**src/common/mod_alarm_pkg.sv**
```systemverilog
// Package: register map, field layout and types of the modulator alarm block
package mod_alarm_pkg;

  // ****************************************
  // Register byte addresses
  // ****************************************
  localparam logic [5:0] ADDR_CTRL = 6'h00;
  localparam logic [5:0] ADDR_ROUTE = 6'h04;
  localparam logic [5:0] ADDR_VMIN = 6'h08;
  localparam logic [5:0] ADDR_IMAX = 6'h0c;
  localparam logic [5:0] ADDR_IMIN = 6'h10;
  localparam logic [5:0] ADDR_LOFREQ = 6'h14;
  localparam logic [5:0] ADDR_BITRATE = 6'h18;
  localparam logic [5:0] ADDR_STATUS = 6'h1c;
  localparam logic [5:0] ADDR_SYMRATE = 6'h20;
  localparam logic [5:0] ADDR_CLKERR = 6'h24;
  localparam logic [5:0] ADDR_MEAS = 6'h28;
  localparam logic [5:0] ADDR_IRQSTAT = 6'h2c;
  localparam logic [5:0] ADDR_IRQMASK = 6'h30;

  // ****************************************
  // Field limits and reset values
  // ****************************************
  localparam int MEAS_W = 10;
  localparam logic [9:0] VMIN_MAX = 10'h258;  // 60.0 V in 0.1 V steps
  localparam logic [9:0] IMAX_MAX = 10'h258;  // 6.00 A in 0.01 A steps
  localparam logic [9:0] IMIN_MAX = 10'h190;  // 4.00 A in 0.01 A steps
  localparam logic [10:0] CTRL_RST = 11'h000;
  localparam logic [16:0] ROUTE_RST = 17'h00000;
  localparam int NUM_IRQ = 5;

  // ****************************************
  // Enumerations
  // ****************************************
  typedef enum logic [1:0] {
    TEST_NORMAL = 2'b00,
    TEST_PURE = 2'b01,
    TEST_ALT10 = 2'b10,
    TEST_SIDEBAND = 2'b11
  } testMode_t;

  typedef enum logic [1:0] {
    CLK_INTERNAL = 2'b00,
    CLK_TT = 2'b01,
    CLK_EXTERNAL = 2'b10,
    CLK_RCV = 2'b11
  } clkSrc_t;

  // ****************************************
  // Carriers
  // ****************************************
  typedef struct packed {
    logic carrier;
    logic data;
    logic clock;
    logic aupc;
    logic testActive;
    logic hardware;
  } faults_t;

  typedef struct packed {
    logic present;
    logic [9:0] volt;
    logic [9:0] curr;
  } feedMeas_t;

  typedef struct packed {
    logic alarmA;
    logic alarmB;
    logic mute;
    logic allOnes;
  } alarmReq_t;

  typedef struct packed {
    logic [2:0] buc;
    logic [1:0] hardware;
    logic [1:0] testActive;
    logic [1:0] aupc;
    logic [3:0] clock;
    logic [1:0] data;
    logic [1:0] carrier;
  } route_t;

  typedef struct packed {
    logic fecOn;
    logic [1:0] modBits;
    logic [1:0] codeRate;
    logic [1:0] clkSrc;
    logic [1:0] testMode;
    logic refOn;
    logic feedOn;
  } ctrl_t;

endpackage

```
**src/mod_alarm_routing.sv**
```systemverilog
// Modulator fault routing, converter feed supervision and test readouts
//
// Function
// - Data, uplink power and test faults: code 0..3 drives none, A, B, both.
// - Clock fault 0..3 like data; 4..7 all-ones plus none, A, B, both.
// - Converter power fault codes 0..3 drive none, A, B, both, no mute.
// - Converter power fault codes 4..7 mute plus none, A, B, both.
// - Feed voltage below configured minimum, up to 60 V, raises power fault.
// - Feed current above configured maximum, up to 6 A, raises power fault.
// - Feed current below configured minimum, up to 4 A, raises power fault.
// - One setting bit switches converter power feed off or on.
// - One setting bit withholds or supplies frequency reference to converter.
// - Nonzero converter oscillator setting makes transmit frequency an RF value.
// - Two-bit test field: normal, pure carrier, alternating 1/0, sideband.
// - Read-only symbol rate computed from bit rate and coding settings.
// - Read-only bit-rate clock error measurement.
// - Selected non-internal clock absent falls back to internal clock.
//
// Chosen here: the Avalon-MM slave port and the register offsets.
`timescale 1ns/100ps
`default_nettype none
module mod_alarm_routing
  import mod_alarm_pkg::*;
#(
  parameter int MEAS_WIN = 100000
) (
  // Clock and reset
  input wire logic clk,
  input wire logic rst_n,
  // Avalon-MM slave
  input wire logic [5:0] address,
  input wire logic read,
  input wire logic write,
  input wire logic [31:0] writedata,
  output logic [31:0] readdata,
  output logic waitrequest,
  output logic irq,
  // Fault sources and feed measurement
  input wire faults_t faults,
  input wire feedMeas_t feedMeas,
  // Clock presence and bit tick of the transmit clock
  input wire logic ttClkPresent,
  input wire logic extClkPresent,
  input wire logic rcvClkPresent,
  input wire logic bitTick,
  // Alarm and converter outputs
  output alarmReq_t alarmOut,
  output logic feedOn,
  output logic refOn,
  output logic rfFreqMode,
  output testMode_t testMode,
  output clkSrc_t txClkSel
);

  // ****************************************
  // Decode functions
  // ****************************************
  function automatic alarmReq_t route2(input logic [1:0] code, input logic active,
                                       input logic mute);
    alarmReq_t r;
    r.alarmA = active & code[0];
    r.alarmB = active & code[1];
    r.mute = active & mute;
    r.allOnes = 1'b0;
    return r;
  endfunction

  // Oversize limits saturate rather than wrap to a small value
  function automatic logic [9:0] sat(input logic [31:0] v, input logic [9:0] lim);
    logic [9:0] r;
    r = (v > {22'h000000, lim}) ? lim : v[9:0];
    return r;
  endfunction

  // ****************************************
  // Registers
  // ****************************************
  ctrl_t ctrl_q;
  route_t route_q;
  logic [9:0] vmin_q;
  logic [9:0] imax_q;
  logic [9:0] imin_q;
  logic [31:0] loFreq_q;
  logic [31:0] bitRate_q;
  logic [31:0] readdata_q;
  logic [31:0] symRate_q;
  logic [31:0] clkErr_q;
  logic waitreq_q;
  logic irq_q;
  logic feedOn_q;
  logic refOn_q;
  logic rfMode_q;
  logic [NUM_IRQ-1:0] irqStat_q;
  logic [NUM_IRQ-1:0] irqMask_q;
  logic [NUM_IRQ-1:0] evtPrev_q;
  alarmReq_t alarm_q;
  testMode_t testMode_q;
  clkSrc_t txClkSel_q;

  // ****************************************
  // Bus decode
  // ****************************************
  wire logic busReq = read | write;
  wire logic accept = busReq & ~waitreq_q;
  // Writes land only in the answer cycle
  wire logic wrEn = write & accept;
  wire logic rdStatClr = read & accept & (address == ADDR_IRQSTAT);

  // ****************************************
  // Converter feed supervision
  // ****************************************
  // voltage floor
  wire logic vLow = feedMeas.volt < vmin_q;
  wire logic iHigh = feedMeas.curr > imax_q;
  wire logic iLow = feedMeas.curr < imin_q;
  // Feed off reads zero volts; only a live feed can fault
  wire logic bucFault = ctrl_q.feedOn & (vLow | iHigh | iLow);

  // ****************************************
  // Alarm routing
  // ****************************************
  // always mute
  wire alarmReq_t reqCarrier = route2(route_q.carrier, faults.carrier, 1'b1);
  wire alarmReq_t reqHw = route2(route_q.hardware, faults.hardware, 1'b1);
  wire alarmReq_t reqData = route2(route_q.data, faults.data, 1'b0);
  wire alarmReq_t reqAupc = route2(route_q.aupc, faults.aupc, 1'b0);
  wire alarmReq_t reqTest = route2(route_q.testActive, faults.testActive, 1'b0);
  wire alarmReq_t reqBuc = route2(route_q.buc[1:0], bucFault, route_q.buc[2]);
  wire logic clkOnesCode = (route_q.clock[3:2] == 2'b01);
  wire logic clkMuteCode = (route_q.clock[3:1] == 3'b100);
  // Codes 10 to 15 route nowhere
  wire logic clkPlain = (route_q.clock[3:2] == 2'b00) | clkOnesCode;
  wire alarmReq_t reqClk = '{
    alarmA: faults.clock & (clkPlain | clkMuteCode) & route_q.clock[0],
    alarmB: faults.clock & clkPlain & route_q.clock[1],
    mute: faults.clock & clkMuteCode,
    allOnes: faults.clock & clkOnesCode
  };
  wire alarmReq_t alarmNext = reqCarrier | reqHw | reqData | reqAupc | reqTest
                              | reqBuc | reqClk;

  // ****************************************
  // Clock source fallback
  // ****************************************
  // absent clock falls back
  wire logic selPresent = (ctrl_q.clkSrc == CLK_TT) ? ttClkPresent :
                          (ctrl_q.clkSrc == CLK_EXTERNAL) ? extClkPresent :
                          (ctrl_q.clkSrc == CLK_RCV) ? rcvClkPresent : 1'b1;
  wire clkSrc_t clkSel = selPresent ? clkSrc_t'(ctrl_q.clkSrc) : CLK_INTERNAL;
  wire logic fallback = ~selPresent;

  // ****************************************
  // Interrupt events
  // ****************************************
  wire logic [NUM_IRQ-1:0] evtNow = {fallback, bucFault, alarmNext.mute,
                                     alarmNext.alarmB, alarmNext.alarmA};
  // Rising edges only; a held fault raises one event
  wire logic [NUM_IRQ-1:0] evtRise = evtNow & ~evtPrev_q;
  // Clear only what the read reported; an event in the wait cycle survives
  wire logic [NUM_IRQ-1:0] irqClr = rdStatClr ? readdata_q[NUM_IRQ-1:0] : '0;
  // Set wins over the clearing read
  wire logic [NUM_IRQ-1:0] irqStat_d = (irqStat_q & ~irqClr) | evtRise;

  // ****************************************
  // Symbol rate divider
  // ****************************************
  // Serial restoring divide: bitRate*den / (num*bitsPerSym), refreshed every 37 cycles
  // One shift per dividend bit
  localparam logic [5:0] DIV_STEPS = 6'h24;
  logic [35:0] divNum_q;
  logic [35:0] divQuo_q;
  logic [5:0] divRem_q;
  logic [5:0] divCnt_q;
  wire logic [3:0] rateDen = ctrl_q.fecOn ? {1'b0, ctrl_q.codeRate, 1'b0} + 4'h2 : 4'h1;
  wire logic [3:0] rateNum = rateDen - (ctrl_q.fecOn ? 4'h1 : 4'h0);
  wire logic [2:0] bitsSym = {1'b0, ctrl_q.modBits} + 3'h1;
  wire logic [5:0] divDen = 6'(rateNum) * 6'(bitsSym);
  wire logic [5:0] divTry = {divRem_q[4:0], divNum_q[35]};
  wire logic divFit = divTry >= divDen;
  wire logic divLoad = (divCnt_q == 6'h00);

  always_ff @(posedge clk or negedge rst_n) begin
    if (!rst_n) begin
      divNum_q <= '0;
      divQuo_q <= '0;
      divRem_q <= '0;
      divCnt_q <= '0;
      symRate_q <= '0;
    end else if (divLoad) begin
      divNum_q <= 36'(bitRate_q) * 36'(rateDen);
      divQuo_q <= '0;
      divRem_q <= '0;
      divCnt_q <= DIV_STEPS;
    end else begin
      divNum_q <= {divNum_q[34:0], 1'b0};
      divRem_q <= divFit ? 6'(divTry - divDen) : divTry;
      divQuo_q <= {divQuo_q[34:0], divFit};
      divCnt_q <= divCnt_q - 6'h01;
      if (divCnt_q == 6'h01) begin
        symRate_q <= {divQuo_q[30:0], divFit};
      end
    end
  end

  // ****************************************
  // Clock error measurement
  // ****************************************
  // Ticks in a 1 ms window times 1000 less the set bit rate, in bps
  logic [31:0] winCnt_q;
  logic [31:0] tickCnt_q;
  wire logic winEnd = (winCnt_q == 32'(MEAS_WIN - 1));
  wire logic [31:0] tickScaled = (tickCnt_q << 10) - (tickCnt_q << 4) - (tickCnt_q << 3);

  always_ff @(posedge clk or negedge rst_n) begin
    if (!rst_n) begin
      winCnt_q <= '0;
      tickCnt_q <= '0;
      clkErr_q <= '0;
    end else begin
      winCnt_q <= winEnd ? '0 : winCnt_q + 32'h1;
      tickCnt_q <= winEnd ? 32'(bitTick) : tickCnt_q + 32'(bitTick);
      // Slow clock gives a negative two's complement error
      if (winEnd) begin
        clkErr_q <= tickScaled - bitRate_q;
      end
    end
  end

  // ****************************************
  // Register write and read mux
  // ****************************************
  wire logic [31:0] statusWord = {23'h000000, txClkSel_q, rfMode_q, feedOn_q, bucFault,
                                  alarm_q};
  wire logic [31:0] rdMux =
    (address == ADDR_CTRL) ? {21'h000000, ctrl_q} :
    (address == ADDR_ROUTE) ? {15'h0000, route_q} :
    (address == ADDR_VMIN) ? {22'h000000, vmin_q} :
    (address == ADDR_IMAX) ? {22'h000000, imax_q} :
    (address == ADDR_IMIN) ? {22'h000000, imin_q} :
    (address == ADDR_LOFREQ) ? loFreq_q :
    (address == ADDR_BITRATE) ? bitRate_q :
    (address == ADDR_STATUS) ? statusWord :
    (address == ADDR_SYMRATE) ? symRate_q :
    (address == ADDR_CLKERR) ? clkErr_q :
    (address == ADDR_MEAS) ? {6'h00, feedMeas.curr, 6'h00, feedMeas.volt} :
    (address == ADDR_IRQSTAT) ? {27'h0000000, irqStat_q} :
    (address == ADDR_IRQMASK) ? {27'h0000000, irqMask_q} : 32'h00000000;

  always_ff @(posedge clk or negedge rst_n) begin
    if (!rst_n) begin
      ctrl_q <= CTRL_RST;
      route_q <= ROUTE_RST;
      vmin_q <= '0;
      imax_q <= IMAX_MAX;
      imin_q <= '0;
      loFreq_q <= '0;
      bitRate_q <= '0;
      irqMask_q <= '0;
    end else if (wrEn) begin
      case (address)
        ADDR_CTRL: ctrl_q <= writedata[10:0];
        ADDR_ROUTE: route_q <= writedata[16:0];
        ADDR_VMIN: vmin_q <= sat(writedata, VMIN_MAX);
        ADDR_IMAX: imax_q <= sat(writedata, IMAX_MAX);
        ADDR_IMIN: imin_q <= sat(writedata, IMIN_MAX);
        ADDR_LOFREQ: loFreq_q <= writedata;
        ADDR_BITRATE: bitRate_q <= writedata;
        ADDR_IRQMASK: irqMask_q <= writedata[NUM_IRQ-1:0];
        default: ;
      endcase
    end
  end

  // One wait state per access; read data captured while waiting
  always_ff @(posedge clk or negedge rst_n) begin
    if (!rst_n) begin
      waitreq_q <= 1'b1;
      readdata_q <= '0;
    end else begin
      waitreq_q <= ~(busReq & waitreq_q);
      // Captured in the wait cycle so data stands when waitrequest drops
      if (read & waitreq_q) begin
        readdata_q <= rdMux;
      end
    end
  end

  // ****************************************
  // Output registers
  // ****************************************
  always_ff @(posedge clk or negedge rst_n) begin
    if (!rst_n) begin
      alarm_q <= '0;
      feedOn_q <= 1'b0;
      refOn_q <= 1'b0;
      rfMode_q <= 1'b0;
      testMode_q <= TEST_NORMAL;
      txClkSel_q <= CLK_INTERNAL;
    end else begin
      alarm_q <= alarmNext;
      feedOn_q <= ctrl_q.feedOn;
      refOn_q <= ctrl_q.refOn;
      rfMode_q <= (loFreq_q != 32'h00000000);
      testMode_q <= testMode_t'(ctrl_q.testMode);
      txClkSel_q <= clkSel;
    end
  end

  // Interrupt status and level output
  always_ff @(posedge clk or negedge rst_n) begin
    if (!rst_n) begin
      evtPrev_q <= '0;
      irqStat_q <= '0;
      irq_q <= 1'b0;
    end else begin
      evtPrev_q <= evtNow;
      irqStat_q <= irqStat_d;
      irq_q <= |(irqStat_d & irqMask_q);
    end
  end

  assign readdata = readdata_q;
  assign waitrequest = waitreq_q;
  assign irq = irq_q;
  assign alarmOut = alarm_q;
  assign feedOn = feedOn_q;
  assign refOn = refOn_q;
  assign rfFreqMode = rfMode_q;
  assign testMode = testMode_q;
  assign txClkSel = txClkSel_q;

endmodule
`default_nettype wire
```
**config.mk**
```make
export PLATFORM = sky130hd
export DESIGN_NAME = mod_alarm_routing
export DESIGN_NICKNAME = d
export VERILOG_FILES = /design/src/common/mod_alarm_pkg.sv /design/src/mod_alarm_routing.sv
export SDC_FILE = /design/constraint.sdc
export NUM_CORES = 1
export LEC_CHECK = 0
export BUFFER_PORTS_ARGS = -buffer_cell sky130_fd_sc_hd__buf_2
export CAP_MARGIN = 20
export CORE_UTILIZATION = 46
export CTS_CLUSTER_SIZE = 20
export DETAILED_ROUTE_END_ITERATION = 8
export PLACE_DENSITY = 0.74
export RECOVER_POWER = 25
export SKIP_CTS_REPAIR_TIMING = 1
export SLEW_MARGIN = 20
export SYNTH_ARGS = -nofsm -noshare
export SYNTH_HDL_FRONTEND = slang
export SYNTH_SLANG_ARGS = --single-unit
```
**constraint.sdc**
```tcl
create_clock -name clk -period 4.53 [get_ports clk]
set_clock_uncertainty 0.15 [all_clocks]
set_input_delay 0.2265 -clock clk [delete_from_list [all_inputs] [get_ports clk]]
set_output_delay 0.2265 -clock clk [all_outputs]
set_load 0.1 [all_outputs]
```
**Yosys cells after proc, flatten, opt, wreduce, memory -nomap -nowiden**

Cells that the tools add are included.

- Bits in registers: 388
- Input port bits: 73
- Logic and storage cells: 169

- Add/subtract/negate cells: 10
- $mul: 2
- $lt $le $gt $ge: 6
- Equal/unequal tests: 19
- Multiplexer cells: 29
- Bitwise logic cells: 47
- Reductions and logical operators: 14

Operator list:

| kind | number |
|---|---|
| 2-to-1 mux 32 bit | 12 |
| subtractor 32 bit | 3 |
| multiplier 32 x 4 -> 36 bit | 1 |
| 2-to-1 mux 36 bit | 1 |
| adder 32 x 1 -> 32 bit | 1 |
| adder 32 x 1 -> 32 bit (second input constant) | 1 |
| == test 32 x 17 -> 1 bit (second input constant) | 1 |
| greater-than comparator 32 x 10 -> 1 bit (second input constant) | 1 |
| greater-than comparator 32 x 9 -> 1 bit (second input constant) | 1 |
| nonzero test 32 bit | 1 |
| 2-to-1 mux 31 bit | 1 |
| == test 6 bit (second input constant) | 5 |
| AND 1 bit | 26 |
| 2-to-1 mux 26 bit | 1 |
| 2-to-1 mux 5 bit | 5 |
| == test 6 x 5 -> 1 bit (second input constant) | 4 |
| OR 4 bit | 6 |
| < comparator 10 bit | 2 |
| 2-to-1 mux 10 bit | 2 |
| AND reduction 2 bit | 9 |
| AND 5 bit | 3 |
| == test 6 x 4 -> 1 bit (second input constant) | 2 |
| zero test 6 bit | 2 |
| greater-than comparator 10 bit | 1 |
| 22 further kinds | 35 |

**Logic depth before layout (Yosys ltp)**

Gate-level depths: netlist of run 1.

- Depth in word-level cells: 14
- Depth in mapped cells: 18
- Gate-level depth less buffers: 17

**Worst setup path after synthesis of run 1**

Ideal clock, no wire load.

- Kind: flip-flop to flip-flop
- Start point: register ctrl_q[6] (netlist name)
- End point: register divNum_q[32]
- Setup time: 0.130 ns
- Arrival: 4.246 ns
- Required time: 4.250 ns
- Path slack: 0.003 ns
- Cell stages (with the launch flop): 18
- Path buffers: 1
- Period minus slack after synthesis: 4.527 ns
- Cells stage by stage: dfrtp_1 -> ha_1 -> clkbuf_1 -> and3_1 -> fa_1 -> inv_1 -> fa_1 -> inv_1 -> ha_1 -> a21o_1 -> o21bai_1 -> a221o_1 -> a211o_1 -> o21ai_2 -> o21ai_2 -> a311oi_2 -> xor2_1 -> o21ai_1

- Longest elaborated chain between the ends: 4

Ends and longest elaborated chain:

| item | RTL line | RTL |
|---|---|---|
| start: declaration | mod_alarm_routing.sv:78 | `ctrl_t ctrl_q;` |
| start signal: assignment | mod_alarm_routing.sv:261 | `ADDR_CTRL: ctrl_q <= writedata[10:0];` |
| adder 3 x 2 -> 4 bit | mod_alarm_routing.sv:174 | `wire logic [3:0] rateDen = ctrl_q.fecOn ? {1'b0, ctrl_q.codeRate, 1'b0} + 4'h2 : 4'h1;` |
| 2-to-1 mux 4 bit | mod_alarm_routing.sv:174 |  |
| multiplier 32 x 4 -> 36 bit | mod_alarm_routing.sv:190 | `divNum_q <= 36'(bitRate_q) * 36'(rateDen);` |
| 2-to-1 mux 36 bit | mod_alarm_routing.sv:189 | `end else if (divLoad) begin` |
| end signal: assignment | mod_alarm_routing.sv:190 |  |
| end signal: assignment | mod_alarm_routing.sv:195 | `divNum_q <= {divNum_q[34:0], 1'b0};` |
| end: declaration | mod_alarm_routing.sv:170 | `logic [35:0] divNum_q;` |

Every way passes these cells.
A chain may end at the register's enable or synchronous reset.

**Worst setup path after layout of run 1**

- Start point: register ctrl_q[7] (netlist name)
- End point: register divNum_q[32]

The elaborated chain is that of the path after synthesis.

==> summary.md, run 1 <==
| Metric | Value |
|---|---|
| Ports | 118 |
| Most frequent cell after synthesis | dfrtp_1 |
| Combinational family with the most area after synthesis | adder cells |
| # DRC | 0 |
| Setup ws final | -0.01056 ns |
| 1st-pass router iterations | 6 |
| Fin. Hold Viols | 1 |
| CP top delay family | adder cells |
| Status | finished with violations |
| Grt total ovfl | 0 |
| H-tree levels | 2 |
| Worst path slowest cell | fa_1 |
| Xor/xnor share of the synthesized area | 0.04305 |
| Sink Count | 382 |
| Die width | 232.4 um |
| First-pass GRT wire length | 107700 um |
| Met3 usage | 0.04326 |
| Final worst path period need | 4.541 ns |
| PD cells | 438.0 mW/mm^2 |
| WP buf/inv | 4 |
| Psw | 0.004792 W |
| Die Height | between 200 and 250 um |
| Row cnt | 84 |
| CP Launch Type | flop |
| Fraction of the mapped netlist area in adder cells | 0.1697 |
| Clock power frac | 0.298 |
| CP Cell Sequence | ha_4 > buf_4 > buf_6 > and3_1 > fa_1 > inv_1 > fa_1 > inv_2 > ha_4 > a21oi_4 > nor2b_2 > or3_1 > a211o_1 > o21ai_4 > o21ai_4 > a311oi_2 > xor2_1 > o21ai_1 |
| Part of the power in registers | 0.332 |
| Comb pwr share | 0.370 |
| WP data arrival | 4.83 ns |
| Routed via count | 19640 |
| Root Buffer | clkbuf_16 |
| Average wire per standard cell | around 20 um |
| Post-synth top flop | dfrtp_1 |
| Global Route met2 Usage | 0.3954 |
| Distinct cells, synth | 77 |
| Final Slew Violations | 110 |
| Placed Cells | 3261 |
| Final-layout fill cell count | 4446 |
| Compound-cell area share of the yosys netlist | 0.1368 |
| Mapped cell area | 0.02441 mm^2 |
| Violated checks | hold timing, capacitance limit, slew limit, setup timing |
| Leakage | 13.74 nW |
| Peak VDD IR | 0.0004148 V |
| Required time worst endpoint | 4.82 ns |
| Synthesized instance count | 2463 |
| Setup crit end kind | flop |
| Vias in the first global route | 19300 |
| WS Path Type | reg -> reg |
| Max Cap Viol | 1 |
| DR vias/cell | about 5.8 |
| Hold Slack | -0.0003875 ns |
| Path type of the worst min-delay path | in -> reg |
| Post-synth top cells | 377 x dfrtp_1, 245 x inv_1, 233 x nand2_1, 152 x ha_1, 142 x o21ai_0 |
| Number of synthesized flops with an enable pin | 0 |
| P&R area growth vs syn | 18.33% |
| Post-route cell area | 0.02889 mm^2 |
| Register area share after synthesis | 0.3918 |
| Sw Share | 0.3787 |
| Total GRT Usage | 0.2559 |
| CTS clock-pin slew for the worst setup and hold paths | 0.06 ns |
| P_int | 0.007862 W |
| CORE AREA | 0.05255 mm^2 |
| Final std cells w/o fill | roughly 3400 |
| Final setup fails | 1 |
| CTS buffer count | between 40 and 50 |
| Clk_lat worst skew | between 0.6 and 0.7 ns |
| Die area | between 0.05 and 0.06 mm^2 |
| Largest area contributor in the netlist | dfrtp_1 |
| Synth Net Count | 2800 |
| Simple-Gate Fraction of Synth Area | 0.1464 |
| DP HPWL | between 50000 and 60000 um |
| Gpl congestion | 0.9469 |
| Synth top area share | 0.3864 |
| CTS tree | yes |
| Initial antenna violation count | 0 |
| Clk buf depth | 3 |
| Fin nets | between 3000 and 4000 |
| Syn avg cell area | 9.913 um^2 |
| Worst-margin pin slew | 2.924 ns |
| Post-route ant nets | 0 |
| Post-synth ARST share | 1.000 |
| Synth area leaders | dfrtp_1 39%, fa_1 9.2%, ha_1 7.8%, mux2_2 5.7%, inv_1 3.8% |
| #FFs+latches synth | ~380 |
| F_max | 220.2 MHz |
| Routed WL | approximately 70000 um |
| Fin crit share | 1.002 |
| Pin count of the biggest net entering global routing | 111 |
| Crit path max fanout | 16 |
| Ant. Diodes | 0 |
| Total Power | 0.01265 W |
| Initial core utilization | 0.4646 |
| CP peak stage delay | 0.51 ns |
| Slew HR | -0.9496 |
| Ys Warns | 0 |
| Met1 usage | 0.3595 |
| Mux cell area share after synthesis | 0.05842 |
| RSZ-0062 raised after global routing | true |
| Port Buf Inserts | 116 |
| Dpl cell area | 0.02624 mm^2 |
| GR peak layer | met2 |
| Layout cell share with drive strength beyond 1 | 0.1977 |
| Iter 0 DRT Violations | 1647 |
## routing by layer
metal,vias up,routed length [um]
li1,8935,-
met1,9800,29820
met2,744,32410
met3,162,5240
met4,0,2610
met5,-,0
## cell usage in the layout (no fill, tap or decap), types with 82 or more instances in the layout
| cell | synthesis | final |
|---|---|---|
| ha_1 | 152 | 134 |
| buf_4 | 3 | 101 |
| nand2_1 | 233 | 232 |
| a21oi_1 | 114 | 105 |
| buf_2 | 10 | 118 |
| mux2_2 | 124 | 124 |
| xnor2_1 | 83 | 82 |
| fa_1 | 112 | 110 |
| nor2_1 | 128 | 124 |
| dfrtp_1 | 377 | 376 |
| o21ai_0 | 142 | 138 |
| inv_1 | 245 | 242 |
## path summary, 6_finish.rpt
kind	from	end	slack (ns)	cells after the start
max	ctrl_q[7]	divNum_q[32]	-0.01	18
min in group asynchronous	rst_n	testMode[1]	0.95	2
max reg2reg	ctrl_q[7]	divNum_q[32]	-0.01	18
min	feedMeas[0]	readdata[16]	-0.0004	3
max in group asynchronous	rst_n	winCnt_q[21]	0.69	3
min reg2reg	ctrl_q[3]	testMode[1]	0.26	0
## area by class of cell
type	instances	area (um^2)	share of cell area
Inverter	245	919.6	0.03183
Timing Repair Buffer	283	2011	0.06960
Tap cell	688	860.8	0.02980
Multi-Input combinational cell	1737	14010	0.4851
Clock inverter	31	382.9	0.01325
Sequential cell	382	9567	0.3312
Clock buffer	48	1135	0.03928
## registers in the layout (all words and copies together) (netlist names), 31 cells and up
signal and flops:
loFreq_q 32, divQuo_q 31, clkErr_q 32, symRate_q 32, winCnt_q 32, divNum_q 36, readdata 32, bitRate_q 32
## power groups by stage
stage                     registers (W)  clock network (W)  logic, W
after floorplan                 0.00430                  0   0.00310
after global placement          0.00422                  0   0.00431
after detailed placement        0.00424                  0   0.00442
after CTS                       0.00418            0.00381   0.00447
after global routing            0.00425            0.00394   0.00517
final                           0.00421            0.00377   0.00468
## tightest hold or removal path: stages
cell	delay, ns
buf_2	0.18
a222oi_1	0.14
a31oi_1	0.17
## metrics by stage
stage,setup slack [ns],setup TNS [ns],utilization
after CTS,-0.3514,-3.169,0.5281
after global routing,-0.1468,-5.701,0.5497
after global placement,-0.1969,-1.033,0.4992
final,-0.01056,-0.01056,0.5497
after detailed placement,-0.3169,-2.799,0.4992
after floorplan,0.003374,0,-
## logic make-up after synthesis
| logic type | after synthesis |
|---|---|
| multiplexers | 127 |
| XOR/XNOR | 120 |
| buffers and inverters | 344 |
| AO/OA/AOI/OAI | 511 |
| flip-flops | 382 |
| AND/OR/NAND/NOR | 715 |
| adder cells (fa/ha/maj) | 264 |
Power figures use the tool's default switching activity.
==> run 2, diff against run 1 <==
--- a/config.mk
+++ b/config.mk
@@ -5,6 +5,7 @@
 export SDC_FILE = /design/constraint.sdc
 export NUM_CORES = 1
 export LEC_CHECK = 0
+export ABC_AREA = 1
 export BUFFER_PORTS_ARGS = -buffer_cell sky130_fd_sc_hd__buf_2
 export CAP_MARGIN = 20
 export CORE_UTILIZATION = 46
==> summary.md, run 2 <==
| Metric | Value |
|---|---|
| Status | finished with violations |
| Violated checks | hold timing, capacitance limit, slew limit |
| Compound-cell area share of the yosys netlist | 0.1117 |
| # DRC | 0 |
| Mux cell area share after synthesis | 0 |
| Register area share after synthesis | 0.3721 |
| Syn avg cell area | 7.792 um^2 |
| Ys Warns | 0 |
| Root Buffer | clkbuf_16 |
| Grt total ovfl | 0 |
| Setup TNS | 0 ns |
| Port Buf Inserts | 116 |
| Most frequent cell after synthesis | nand2_1 |
| Most frequent cells in the layout | 850 x nand2_1, 506 x inv_1, 376 x dfrtp_1 |
| Ports | 118 |
| WP data arrival | 4.60 ns |
| Gpl congestion | 0.9868 |
| CP Launch Type | flop |
| CTS buffer count | 46 |
| Initial core utilization | 0.4657 |
| Fin nets | 3798 |
| DR vias/cell | 5.357 |
| Post-route ant nets | 0 |
| Distinct cells, synth | 57 |
| H-tree levels | 2 |
| Initial antenna violation count | 1 |
| First-pass GRT wire length | 118600 um |
| Worst-margin pin slew | roughly 2.3 ns |
| Pin count of the biggest net entering global routing | 89 |
| Post-synth ARST share | 1.000 |
| Clk buf depth | 3 |
| Reg2reg start | ctrl_q[6] |
| Max Cap Viol | 1 |
| Hold path start | read |
| Path type of the worst min-delay path | in -> reg |
| F_max | 234.5 MHz |
| CTS clock-pin slew for the worst setup and hold paths | 0.06 ns |
| Post-route cell area | 0.02923 mm^2 |
| Max FFs per register | 36 |
| Top reg by flops | divNum_q |
| Iter 0 DRT Violations | 2017 |
| Final Slew Violations | 88 |
| Setup crit end kind | flop |
| Final std cells w/o fill | 4243 |
| WS Path Type | reg -> reg |
| PD cells | 400.3 mW/mm^2 |
| Final worst path period need | 4.265 ns |
| #FFs+latches synth | 382 |
| Dpl cell area | 0.02720 mm^2 |
| Reg2reg path depth | 19 |
| Row cnt | 86 |
| Final-layout fill cell count | 5210 |
| Die area | 0.05683 mm^2 |
| CP peak stage delay | ~0.49 ns |
| Worst Hold End | irqStat_q[0] |
| Routed via count | 22730 |
| P&R area growth vs syn | 13.71% |
| Multi-input combinational cell area | 0.01388 mm^2 |
| Mapped cell area | roughly 0.026 mm^2 |
| Post-synth top cells | 854 x nand2_1, 506 x inv_1, 377 x dfrtp_1, 296 x nor2_1, 217 x o21ai_0 |
| Vias in the first global route | 21580 |
| Combinational family with the most area after synthesis | simple AND/OR/NAND/NOR gates |
| Required time worst endpoint | 4.86 ns |
| CTS tree | yes |
| Reg-to-reg endpoint | divNum_q[29] |
| DP HPWL | about 58000 um |
| Die width | 238.4 um |
| Worst path slowest cell | fa_1 |
| Fin. Hold Viols | 6 |
| Register Area | 0.009567 mm^2 |
| Commonest non-fill, non-tap cell in the layout | nand2_1 |
| 1st-pass router iterations | 6 |
| Slew HR | -0.5646 |
| Hold Path Stages | 4 |
| Largest area contributor in the netlist | dfrtp_1 |
| Synth Net Count | 3636 |
| CP Cell Sequence | buf_4 > nor2_1 > inv_1 > buf_12 > nor2_1 > fa_1 > fa_1 > ha_1 > nand2_1 > o21ai_1 > nor2_2 > o21bai_2 > nand3_1 > nand2_1 > nand2_1 > nand2_1 > nand2_1 > nand3_1 > nand2_1 |
| Sink Count | 382 |
| Post-synth top flop | dfrtp_1 |
| Final setup fails | 0 |
| R2R Setup Slk | about 0.27 ns |
| Ant. Diodes | 0 |
| Synth area leaders | dfrtp_1 37%, nand2_1 12%, fa_1 8.7%, ha_1 7.4%, inv_1 7.4% |
| Total GRT Usage | 0.2694 |
| Placed Cells | 4112 |
| Peak VDD IR | 0.0003705 V |
| Average wire per standard cell | 17.91 um |
| CORE AREA | 0.05520 mm^2 |
| Most common cell type on the critical path | nand2_1 |
| Xor/xnor share of the synthesized area | 0.02351 |
| Layout cell share with drive strength beyond 1 | 0.09070 |
| Fraction of the mapped netlist area in adder cells | 0.1612 |
| Simple-Gate Fraction of Synth Area | 0.2414 |
| Die Height | 238.4 um |
| Synth top area share | 0.3670 |
| Leakage | between 10 and 15 nW |
| Clk_lat worst skew | 0.61 ns |
| Synthesized instance count | around 3300 |
| RSZ-0062 raised after global routing | false |
| Fin crit share | 0.9415 |
| Number of synthesized flops with an enable pin | 0 |
| Crit path max fanout | 30 |
| Hold Slack | -0.02323 ns |
| Routed WL | 76010 um |
==> run 2: cell count changes in the layout (fill, tap and decap cells not counted), moves of 75 or more <==
| cell | delta |
|---|---|
| nor2_1 | +171 |
| mux2_2 | -124 |
| buf_4 | -75 |
| inv_1 | +264 |
| nand2_1 | +618 |
| nand3_1 | +75 |
| o21ai_0 | +80 |
==> run 2: through the flow <==
step                hold slack [ns]  worst slack (ns)  utilization  total power [W]
floorplan                   -0.2191            0.5311            -         0.006760
global placement             0.1681            0.2554       0.4928         0.007809
detailed placement           0.1638            0.2027       0.4928         0.007833
CTS                         -0.4743            0.1848       0.5208          0.01166
global route               0.003594           0.03852       0.5295          0.01236
finish                     -0.02323            0.2650       0.5295          0.01170
==> run 2: cell type report <==
class,instances,area share
Multi-Input combinational cell,2311,0.4749
Sequential cell,382,0.3273
Inverter,526,0.06755
Timing Repair Buffer,194,0.04537
Clock buffer,60,0.04426
Tap cell,748,0.03202
Clock inverter,22,0.008561
==> run 2: how the worst max path moves through the flow <==
stage | end | cells past startpoint | slack [ns] | startpoint
2_1_floorplan | divNum_q[19] | 18 | 0.53 | ctrl_q[6]
5_1_grt | divNum_q[22] | 18 | 0.04 | ctrl_q[6]
3_3_place_gp | divNum_q[19] | 17 | 0.26 | ctrl_q[7]
3_5_place_dp | divNum_q[19] | 18 | 0.20 | ctrl_q[7]
4_1_cts | divNum_q[19] | 18 | 0.18 | ctrl_q[7]
6_report | divNum_q[29] | 19 | 0.27 | ctrl_q[6]
==> run 2: cell families (layout without fill, tap and decap cells) <==
group	Yosys count	after routing
compound gates	519	519
xor+xnor	69	69
fa+ha+maj	264	264
buf+inv	606	802
flops	382	382
simple gates	1459	1459
==> run 2: worst max-delay path, delay by kind of cell (launching register included) <==
family                   cells  cell delay [ns]
adder cells (fa/ha/maj)      3             1.30
buffers and inverters        3             0.46
AO/OA/AOI/OAI                2             0.49
flip-flops                   1             0.41
AND/OR/NAND/NOR             11             1.30
==> run 2: where the power goes <==
group / internal [W] / switching (W) / total (W)
sequential: 0.00378 / 0.000298 / 0.00408
clock: 0.00220 / 0.00158 / 0.00378
combinational: 0.00128 / 0.00255 / 0.00384
total: 0.00726 / 0.00444 / 0.0117
==> run 2: metal layers <==
layer,routed length [um],up-vias,global-route usage
li1,-,10810,-
met1,32240,10870,0.3670
met2,34470,867,0.4235
met3,6290,177,0.05160
met4,2995,2,0.1057
met5,17,-,0
